$ cat src/fmcd_cfg.svh
// Constants of the flash mode command decoder: offsets, command codes, reset values.
// Assumes word addressing on the host side, with the sector bits above the offset field.
`ifndef FMCD_CFG_SVH
`define FMCD_CFG_SVH

// -----------------------------------------------------------------------------
// Address layout
// -----------------------------------------------------------------------------
`define FMCD_ADDR_W 24
`define FMCD_OFS_W 12
`define FMCD_PAGE_BITS 5
`define FMCD_OFS_UNLOCK 12'h555
`define FMCD_OFS_SECOND 12'h2AA
`define FMCD_OFS_RESUME 12'h000
`define FMCD_REG_OFS 8'h00

// -----------------------------------------------------------------------------
// Command codes (low data byte only)
// -----------------------------------------------------------------------------
`define FMCD_CMD_CFG_ENTRY 8'hD0
`define FMCD_CMD_LOCK_ENTRY 8'h40
`define FMCD_CMD_SEC_ENTRY 8'h88
`define FMCD_CMD_LOAD 8'h25
`define FMCD_CMD_COMMIT 8'h29
`define FMCD_CMD_RESET 8'hF0
`define FMCD_CMD_STATUS 8'h70
`define FMCD_CMD_PROG_RESUME 8'h50
`define FMCD_CMD_ERASE_RESUME 8'h30
`define FMCD_CMD_BLANK 8'h33

// -----------------------------------------------------------------------------
// Limits and reset values
// -----------------------------------------------------------------------------
`define FMCD_MAX_WC 8'h1F
`define FMCD_CFG_RST 16'h8000
`define FMCD_CFG_ASYNC_BIT 15

`endif

$ cat src/fmcd_pkg.sv
// Types shared by the flash mode command decoder and its page buffer.
// Assumes fmcd_cfg.svh is on the include path.
`include "fmcd_cfg.svh"

package fmcd_pkg;
  typedef logic [15:0] fmcd_word_t;
  typedef logic [`FMCD_ADDR_W-1:0] fmcd_addr_t;
  typedef logic [`FMCD_PAGE_BITS-1:0] fmcd_idx_t;
  typedef enum logic [1:0] {MD_ARRAY, MD_CFG, MD_LOCK, MD_SECURE} fmcd_mode_e;
  typedef enum logic [2:0] {
    ST_IDLE, ST_COUNT, ST_LOAD, ST_LOADED, ST_STATUS, ST_COMMIT, ST_LOST
  } fmcd_state_e;
endpackage

$ cat src/fmcd_buf_if.sv
// Port bundle between the command decoder and its write-page buffer.
// Assumes both ends run on the same clock.
`timescale 1ns/1ps
`default_nettype none

interface fmcd_buf_if;
  import fmcd_pkg::*;
  logic wr_en;
  fmcd_idx_t wr_idx;
  fmcd_word_t wr_data;
  logic rd_en;
  fmcd_idx_t rd_idx;
  fmcd_word_t rd_data;
  modport ctrl (output wr_en, wr_idx, wr_data, rd_en, rd_idx, input rd_data);
  modport mem (input wr_en, wr_idx, wr_data, rd_en, rd_idx, output rd_data);
endinterface

`default_nettype wire

$ cat src/fmcd_decoder.sv
// Command-sequence decoder for a multiplexed-bus flash: modes, page loads, commits.
// Assumes one host bus cycle per cycle_valid pulse, synchronous to clock.
`timescale 1ns/1ps
`default_nettype none
`include "fmcd_cfg.svh"

module fmcd_decoder
  import fmcd_pkg::*;
(
  // Clock and reset
  input wire logic clock,
  input wire logic sys_rst,
  // Host bus cycles
  input wire logic cyc_valid,
  input wire logic cyc_write,
  input wire logic [`FMCD_ADDR_W-1:0] cyc_addr,
  input wire logic [15:0] cyc_wdata,
  output logic rd_valid,
  output logic [15:0] rd_data,
  // Read sources and engine state
  input wire logic [15:0] array_rdata,
  input wire logic [15:0] lock_rdata,
  input wire logic [15:0] secure_rdata,
  input wire logic [15:0] status_rdata,
  input wire logic banks_idle,
  input wire logic prog_suspended,
  input wire logic erase_suspended,
  // Commit stream and control pulses
  output logic prog_valid,
  output logic [1:0] prog_target,
  output logic [`FMCD_ADDR_W-1:0] prog_addr,
  output logic [15:0] prog_data,
  output logic prog_resume,
  output logic erase_resume,
  output logic blank_check,
  // Status
  output logic [15:0] config_word,
  output logic [1:0] mode,
  output logic busy,
  output logic seq_lost
);
  localparam int SEC_LO = `FMCD_OFS_W;

  fmcd_buf_if pbus ();
  fmcd_page_buf u_buf (.clock(clock), .bus(pbus));

  fmcd_state_e state_r;
  fmcd_mode_e mode_r;
  logic [`FMCD_ADDR_W-1:SEC_LO] sector_r;
  logic [`FMCD_ADDR_W-1:`FMCD_PAGE_BITS] page_r;
  fmcd_idx_t left_r, first_idx_r, last_idx_r, ptr_r;
  logic first_r;
  fmcd_word_t last_data_r, config_r, rd_data_r;
  logic rd_valid_r, prog_valid_r, prog_resume_r, erase_resume_r, blank_r;
  fmcd_addr_t prog_addr_r;
  logic [1:0] prog_target_r;

  // ---------------------------------------------------------------------------
  // Cycle decode
  // ---------------------------------------------------------------------------
  // Commands look at the low byte only, so a stray upper byte cannot alter them.
  logic wr, rd, at_unlock, is_reset, load_ok, wc_ok, commit_go, stream_en;
  logic [7:0] lo;
  logic [`FMCD_OFS_W-1:0] ofs;
  assign wr = cyc_valid & cyc_write;
  assign rd = cyc_valid & ~cyc_write;
  assign lo = cyc_wdata[7:0];
  assign ofs = cyc_addr[`FMCD_OFS_W-1:0];
  assign at_unlock = (ofs == `FMCD_OFS_UNLOCK);
  // A datum of F0 during a load is data, not a reset.
  assign is_reset = wr && (lo == `FMCD_CMD_RESET) && (state_r != ST_LOAD);
  // Word count must fit the page; register modes hold a single word.
  assign wc_ok = (ofs == `FMCD_OFS_SECOND) && (cyc_addr[`FMCD_ADDR_W-1:SEC_LO] == sector_r)
    && (lo <= `FMCD_MAX_WC) && ((mode_r == MD_ARRAY) || (mode_r == MD_SECURE) ||
    (lo == 8'h00));
  // The first word must lie in the load's sector and fixes the page; later words must climb within that page.
  always_comb begin
    if (first_r) begin
      load_ok = (cyc_addr[`FMCD_ADDR_W-1:SEC_LO] == sector_r) &&
        (((mode_r != MD_CFG) && (mode_r != MD_LOCK)) ||
        (cyc_addr[7:0] == `FMCD_REG_OFS));
    end else begin
      load_ok = (cyc_addr[`FMCD_ADDR_W-1:`FMCD_PAGE_BITS] == page_r) &&
        (cyc_addr[`FMCD_PAGE_BITS-1:0] > last_idx_r);
    end
  end
  assign commit_go = (state_r == ST_LOADED) && wr && at_unlock && (lo == `FMCD_CMD_COMMIT);
  assign stream_en = (state_r == ST_COMMIT) && !is_reset;

  // ---------------------------------------------------------------------------
  // Sequence state
  // ---------------------------------------------------------------------------
  // Any misstep traps the decoder until a reset command; this keeps half-built
  // loads from ever reaching the array.
  always_ff @(posedge clock or posedge sys_rst) begin
    if (sys_rst) begin
      state_r <= ST_IDLE;
    end else if (is_reset) begin
      state_r <= ST_IDLE;
    end else begin
      case (state_r)
        ST_IDLE: begin
          if (wr && at_unlock && lo == `FMCD_CMD_LOAD) begin
            state_r <= ST_COUNT;
          end else if (wr && at_unlock && lo == `FMCD_CMD_STATUS) begin
            state_r <= ST_STATUS;
          end
        end
        ST_COUNT: begin
          if (rd || (wr && !wc_ok)) begin
            state_r <= ST_LOST;
          end else if (wr) begin
            state_r <= ST_LOAD;
          end
        end
        ST_LOAD: begin
          if (rd || (wr && !load_ok)) begin
            state_r <= ST_LOST;
          end else if (wr && left_r == '0) begin
            state_r <= ST_LOADED;
          end
        end
        ST_LOADED: begin
          if (commit_go) begin
            state_r <= (mode_r == MD_CFG) ? ST_IDLE : ST_COMMIT;
          end else if (cyc_valid) begin
            state_r <= ST_LOST;
          end
        end
        ST_STATUS: begin
          if (rd) begin
            state_r <= ST_IDLE;
          end else if (wr) begin
            state_r <= ST_LOST;
          end
        end
        ST_COMMIT: begin
          if (ptr_r == last_idx_r) begin
            state_r <= ST_IDLE;
          end
        end
        ST_LOST: state_r <= ST_LOST;
        default: state_r <= ST_IDLE;
      endcase
    end
  end

  // Load bookkeeping: sector, page, remaining count and word span.
  always_ff @(posedge clock or posedge sys_rst) begin
    if (sys_rst) begin
      sector_r <= '0;
      page_r <= '0;
      left_r <= '0;
      first_idx_r <= '0;
      last_idx_r <= '0;
      first_r <= 1'b0;
      last_data_r <= '0;
    end else if (state_r == ST_IDLE && wr && at_unlock && lo == `FMCD_CMD_LOAD) begin
      sector_r <= cyc_addr[`FMCD_ADDR_W-1:SEC_LO];
    end else if (state_r == ST_COUNT && wr) begin
      left_r <= lo[`FMCD_PAGE_BITS-1:0];
      first_r <= 1'b1;
    end else if (state_r == ST_LOAD && wr && load_ok) begin
      if (first_r) begin
        page_r <= cyc_addr[`FMCD_ADDR_W-1:`FMCD_PAGE_BITS];
        first_idx_r <= cyc_addr[`FMCD_PAGE_BITS-1:0];
      end
      last_idx_r <= cyc_addr[`FMCD_PAGE_BITS-1:0];
      last_data_r <= cyc_wdata;
      first_r <= 1'b0;
      left_r <= left_r - 1'b1;
    end
  end

  // Words go into the page buffer at their own page index.
  assign pbus.wr_en = (state_r == ST_LOAD) && wr && load_ok;
  assign pbus.wr_idx = cyc_addr[`FMCD_PAGE_BITS-1:0];
  assign pbus.wr_data = cyc_wdata;

  // ---------------------------------------------------------------------------
  // Mode state
  // ---------------------------------------------------------------------------
  // Entry is refused while any bank works, so a mode switch never lands mid-operation.
  always_ff @(posedge clock or posedge sys_rst) begin
    if (sys_rst) begin
      mode_r <= MD_ARRAY;
    end else if (is_reset) begin
      mode_r <= MD_ARRAY;
    end else if (state_r == ST_IDLE && wr && at_unlock && banks_idle &&
        mode_r == MD_ARRAY) begin
      case (lo)
        `FMCD_CMD_CFG_ENTRY: mode_r <= MD_CFG;
        `FMCD_CMD_LOCK_ENTRY: mode_r <= MD_LOCK;
        `FMCD_CMD_SEC_ENTRY: mode_r <= MD_SECURE;
        default: mode_r <= mode_r;
      endcase
    end
  end

  // The configuration word is committed from the single loaded datum.
  always_ff @(posedge clock or posedge sys_rst) begin
    if (sys_rst) begin
      config_r <= `FMCD_CFG_RST;
    end else if (commit_go && mode_r == MD_CFG) begin
      config_r <= last_data_r;
    end
  end

  // ---------------------------------------------------------------------------
  // Commit stream
  // ---------------------------------------------------------------------------
  // One buffered word per cycle, first index to last, tagged with the mode.
  always_ff @(posedge clock or posedge sys_rst) begin
    if (sys_rst) begin
      ptr_r <= '0;
      prog_valid_r <= 1'b0;
      prog_addr_r <= '0;
      prog_target_r <= '0;
    end else begin
      prog_valid_r <= stream_en;
      if (commit_go) begin
        ptr_r <= first_idx_r;
      end else if (stream_en) begin
        ptr_r <= ptr_r + 1'b1;
        prog_addr_r <= {page_r, ptr_r};
        prog_target_r <= mode_r;
      end
    end
  end

  assign pbus.rd_en = stream_en;
  assign pbus.rd_idx = ptr_r;

  // ---------------------------------------------------------------------------
  // Reads and control pulses
  // ---------------------------------------------------------------------------
  // Reads are answered one cycle later: from the status word in ST_STATUS, else from the source the mode selects.
  always_ff @(posedge clock or posedge sys_rst) begin
    if (sys_rst) begin
      rd_valid_r <= 1'b0;
      rd_data_r <= '0;
    end else begin
      rd_valid_r <= rd;
      if (rd) begin
        if (state_r == ST_STATUS) begin
          rd_data_r <= status_rdata;
        end else begin
          case (mode_r)
            MD_CFG: rd_data_r <= (cyc_addr[7:0] == `FMCD_REG_OFS) ? config_r : '0;
            MD_LOCK: rd_data_r <= lock_rdata;
            MD_SECURE: rd_data_r <= secure_rdata;
            default: rd_data_r <= array_rdata;
          endcase
        end
      end
    end
  end

  // Resume and blank check fire only when their precondition holds, else vanish.
  always_ff @(posedge clock or posedge sys_rst) begin
    if (sys_rst) begin
      prog_resume_r <= 1'b0;
      erase_resume_r <= 1'b0;
      blank_r <= 1'b0;
    end else begin
      prog_resume_r <= (state_r == ST_IDLE) && wr && (ofs == `FMCD_OFS_RESUME) &&
        (lo == `FMCD_CMD_PROG_RESUME) && prog_suspended;
      erase_resume_r <= (state_r == ST_IDLE) && wr && (ofs == `FMCD_OFS_RESUME) &&
        (lo == `FMCD_CMD_ERASE_RESUME) && erase_suspended;
      blank_r <= (state_r == ST_IDLE) && wr && at_unlock && (lo == `FMCD_CMD_BLANK) &&
        config_r[`FMCD_CFG_ASYNC_BIT];
    end
  end

  assign rd_valid = rd_valid_r;
  assign rd_data = rd_data_r;
  assign prog_valid = prog_valid_r;
  assign prog_addr = prog_addr_r;
  assign prog_data = pbus.rd_data;
  assign prog_target = prog_target_r;
  assign prog_resume = prog_resume_r;
  assign erase_resume = erase_resume_r;
  assign blank_check = blank_r;
  assign config_word = config_r;
  assign mode = mode_r;
  assign busy = (state_r == ST_COMMIT);
  assign seq_lost = (state_r == ST_LOST);
endmodule

`default_nettype wire

$ cat src/fmcd_page_buf.sv
// Write-page buffer of 32 words with a registered read port.
// Assumes the decoder never reads and writes the same word in one cycle.
`timescale 1ns/1ps
`default_nettype none
`include "fmcd_cfg.svh"

module fmcd_page_buf
  import fmcd_pkg::*;
(
  // Clock
  input wire logic clock,
  // Decoder side
  fmcd_buf_if.mem bus
);
  fmcd_word_t mem_r [0:(1<<`FMCD_PAGE_BITS)-1];
  fmcd_word_t rd_data_r;

  // Storage has no reset; a commit reads every index from first to last loaded word, so gaps in a load read back stale words.
  always_ff @(posedge clock) begin
    if (bus.wr_en) begin
      mem_r[bus.wr_idx] <= bus.wr_data;
    end
  end

  // Read data leaves through a register, one cycle after the request.
  always_ff @(posedge clock) begin
    if (bus.rd_en) begin
      rd_data_r <= mem_r[bus.rd_idx];
    end
  end

  assign bus.rd_data = rd_data_r;
endmodule

`default_nettype wire

$ cat config.mk
export PLATFORM = sky130hd
export DESIGN_NAME = fmcd_decoder
export DESIGN_NICKNAME = d
export VERILOG_FILES = /design/src/fmcd_pkg.sv /design/src/fmcd_buf_if.sv /design/src/fmcd_decoder.sv /design/src/fmcd_page_buf.sv
export VERILOG_INCLUDE_DIRS = /design/src
export SDC_FILE = /design/constraint.sdc
export NUM_CORES = 1
export LEC_CHECK = 0
export ABC_AREA = 1
export BUFFER_PORTS_ARGS = -buffer_cell sky130_fd_sc_hd__buf_2
export CAP_MARGIN = 40
export CORE_MARGIN = 2
export CORE_UTILIZATION = 50
export CTS_CLUSTER_DIAMETER = 150
export DETAILED_ROUTE_END_ITERATION = 10
export PLACE_DENSITY_LB_ADDON = 0.25
export SLEW_MARGIN = 25
export SYNTH_ARGS = -nofsm -noshare
export SYNTH_HDL_FRONTEND = slang
export SYNTH_HIERARCHICAL = 1
export SYNTH_SLANG_ARGS = --single-unit
$ cat constraint.sdc
create_clock -name clock -period 11 [get_ports clock]
set_input_delay 2.75 -clock clock [delete_from_list [all_inputs] [get_ports clock]]
set_output_delay 2.75 -clock clock [all_outputs]
set_load 0.1 [all_outputs]
==> results_tabular.tex <==
\begin{tabular}{lr}
\hline
Metric & Value \\
\hline
\multicolumn{2}{l}{\textbf{Routing}} \\
Vias after detailed routing & 20390 \\
Routed via count divided by cell count & 5.501 \\
DRC & 0 \\
Routed len/inst & 20.35 um \\
Post-route antenna net violation count & 0 \\
Violation count after the first detailed-route iteration & 1895 \\
Initial DRT Pass Iterations & 5 \\
Routed wire length & 75.43 mm \\
\multicolumn{2}{l}{\textbf{Synth}} \\
Seq/Total Area, Yosys & 67.32\% \\
Cell area after synthesis & 0.02861 mm2 \\
Share of the synthesized area in the top cell type & 55.42\% \\
Avg Cell Area, Syn & 10.55 um2 \\
Synthesis warning total & 6 \\
Library cell occupying the most area in the post-synthesis netlist & edfxtp\_1 \\
Post-synthesis net count & 2836 \\
Unique cell type count in the Yosys netlist & 45 \\
Synthesized instance count & 2713 \\
Leading cell types by total area after synthesis & edfxtp\_1, nand2\_1, dfrtp\_1 \\
Post-synthesis sequential element count & 664 \\
\multicolumn{2}{l}{\textbf{Placement}} \\
Number of cells in the design after placement & 3568 \\
IO buf count & 193 \\
Routability-driven placement congestion ratio & 0.9223 \\
Total half-perimeter wirelength after legalization and detailed placement & 46.25 mm \\
\multicolumn{2}{l}{\textbf{Run}} \\
Count of maximum capacitance violations & 0 \\
\multicolumn{2}{l}{\textbf{Clock network}} \\
Number of H-tree levels & 3 \\
TritonCTS Sinks & 664 \\
Clk Tree Root Cell & clkbuf\_16 \\
Number of hold buffers added after cts & 0 \\
CTS buffer count & 71 \\
Clock buffer depth & 3 \\
Clock tree from TritonCTS & yes \\
Clk pin slew, worst setup/hold paths & 0.06 ns \\
Post-CTS setup repair buffer count & 0 \\
Latest clock arrival within the worst-skew pair & 0.61 ns \\
Post-CTS Resized & 0 \\
\multicolumn{2}{l}{\textbf{Floorplan}} \\
Row count & 87 \\
Die width & 243.2 um \\
Height of the die & 243.2 um \\
Die Footprint & 0.05915 mm2 \\
Number of placed I/O pins & 194 \\
Starting utilization of the core area & 50.64\% \\
Placeable core area & 0.05650 mm2 \\
\multicolumn{2}{l}{\textbf{Global routing}} \\
Global-route total usage across every layer & 25.35\% \\
Total global routing overflow & 0 \\
Number of antenna violations at the first check in global routing & 3 \\
Maximum number of pins on one net before global-route repair & 224 \\
Global-route wire length before repair & 113.9 mm \\
Via count of the first global-routing pass & 19300 \\
\multicolumn{2}{l}{\textbf{Cells and area}} \\
Most common cell after layout, fill and taps aside & nand2\_1 \\
Final cell count without fillers & 3706 \\
Leading cell types in the layout, fill and taps excluded & nand2\_1, edfxtp\_1, nand3\_1, buf\_2, dfrtp\_1 \\
Layout net count & 3018 \\
Fraction of layout instances using a drive strength above 1 & 13.90\% \\
Layout overhead on the synthesized area & 14.56\% \\
\multicolumn{2}{l}{\textbf{Power and ir drop}} \\
Power per cell area & 227.0 mW/mm2 \\
Worst vdd rail ir drop & 0.1993 mV \\
Leakage power total & 13.20 nW \\
\multicolumn{2}{l}{\textbf{Timing}} \\
Fmax & 0.1748 GHz \\
Setup repair after global routing missed its margin & false \\
Clock period minus worst slack & 5.721 ns \\
Worst clock skew on the final layout & 0.01741 ns \\
Total negative slack for setup checks & 0 ns \\
Slew @ Worst Pin & 1.118 ns \\
Setup violators final & 0 \\
Final period utilization & 52.01\% \\
Rel. slew slack & 25.48\% \\
Max-slew violation count & 0 \\
Hold Vio Cnt, Final & 0 \\
\multicolumn{2}{l}{\textbf{Setup path}} \\
Start-to-end type of the worst setup path & input port to flop \\
Worst Path Required & 11.22 ns \\
Crit start category & input port \\
Critical Path End Type & flop \\
Worst-path fanout max & 35 \\
Crit path arrival time & 5.94 ns \\
\multicolumn{2}{l}{\textbf{Worst hold path}} \\
Class of the most critical hold timing path & flop to flop \\
\multicolumn{2}{l}{\textbf{Run status}} \\
Result of the run & finished clean \\
\hline
\end{tabular}
## flip-flops by register name (all words and copies together) (netlist names), 12 cells and up
| name | flops |
|---|---|
| config_word | 16 |
| last_data_r | 16 |
| page_r | 19 |
| prog_addr | 24 |
| rd_data | 16 |
| sector_r | 12 |
| u_buf/bus.rd_data | 16 |
| u_buf/mem_r | 512 |
## routing by layer
metal | vias up | global-route usage (%) | wire [um]
met4 | 2 | 9.311 | 2610
met2 | 861 | 40.62 | 35550
met1 | 9771 | 34.41 | 31140
li1 | 9602 | - | -
met5 | - | 0 | 8
met3 | 152 | 5.086 | 6125
## cell usage after synthesis (all sizes together)
library cell	instances
nor4	3
nand2	1017
ha	12
nand3	461
dfstp	1
inv	100
edfxtp	528
nand4	8
o21ai	79
buf	103
a31oi	18
xor2	4
nor4b	1
o22ai	1
clkinv	2
mux2	16
nor3	9
clkbuf	40
xnor2	8
o211ai	23
dfrtp	135
a21oi	24
a311oi	1
a41oi	1
and2	1
o311ai	1
and3	1
or2	2
nor2	113
## where the power goes
group          switching (mW)  internal [mW]
logic                    1.51          0.547
clock network           0.956           1.54
registers               0.102           2.78
## kinds of logic after synthesis
family,share of synthesized area (%)
compound gates,2.978
xor+xnor,0.3674
fa+ha+maj,0.5248
buf+inv,4.636
flops,67.32
mux,0.6297
simple gates,23.55
## final cells by class
class / count / area (um2)
antenna: 1 / 2.502
fill: 4694 / 23720
inverter: 102 / 400.4
sequential: 664 / 19270
multi-input combinational: 1804 / 8044
clock inverter: 28 / 402.9
clock buffer: 99 / 2049
tap: 756 / 945.9
timing repair buffer: 252 / 1663
## worst max-delay path, cell delays in order
cell and delay [ns]:
buf_2 0.16, nor2_1 0.21, nand2_2 0.11, nor2_4 0.39, nor2_1 0.09, nor2_1 0.10, nand3_1 0.10, nand2_2 0.13
nand2_4 0.20, inv_2 0.28, nand3_1 0.57, nor2_2 0.85
## final timing paths
kind	end	start	slack [ns]	depth (start not counted)
worst max-delay path	u_buf/mem_r[20][6]	cyc_addr[1]	5.28	12
worst min-delay path	prog_addr[2]	prog_addr[2]	0.48	2
worst max register to register	u_buf/mem_r[20][6]	last_idx_r[3]	7.32	12
worst min register to register	prog_addr[2]	prog_addr[2]	0.48	2
max in group asynchronous	prog_addr[18]	sys_rst	7.76	4
min in group asynchronous	page_r[5]	sys_rst	2.26	2
## through the flow
stage	utilization [%]	hold slack (ns)	worst slack, ns	total power [mW]	instance area [um2]
finish	58.02	0.4785	5.279	7.441	32780
CTS	57.59	0.4836	5.365	7.435	32540
global placement	52.97	0.4538	4.567	4.900	29930
detailed placement	53.25	0.4670	4.735	4.950	30080
floorplan	-	0.4450	4.612	4.468	28610
global route	58.02	0.5032	5.105	7.760	32780
Power figures use the tool's default switching activity.
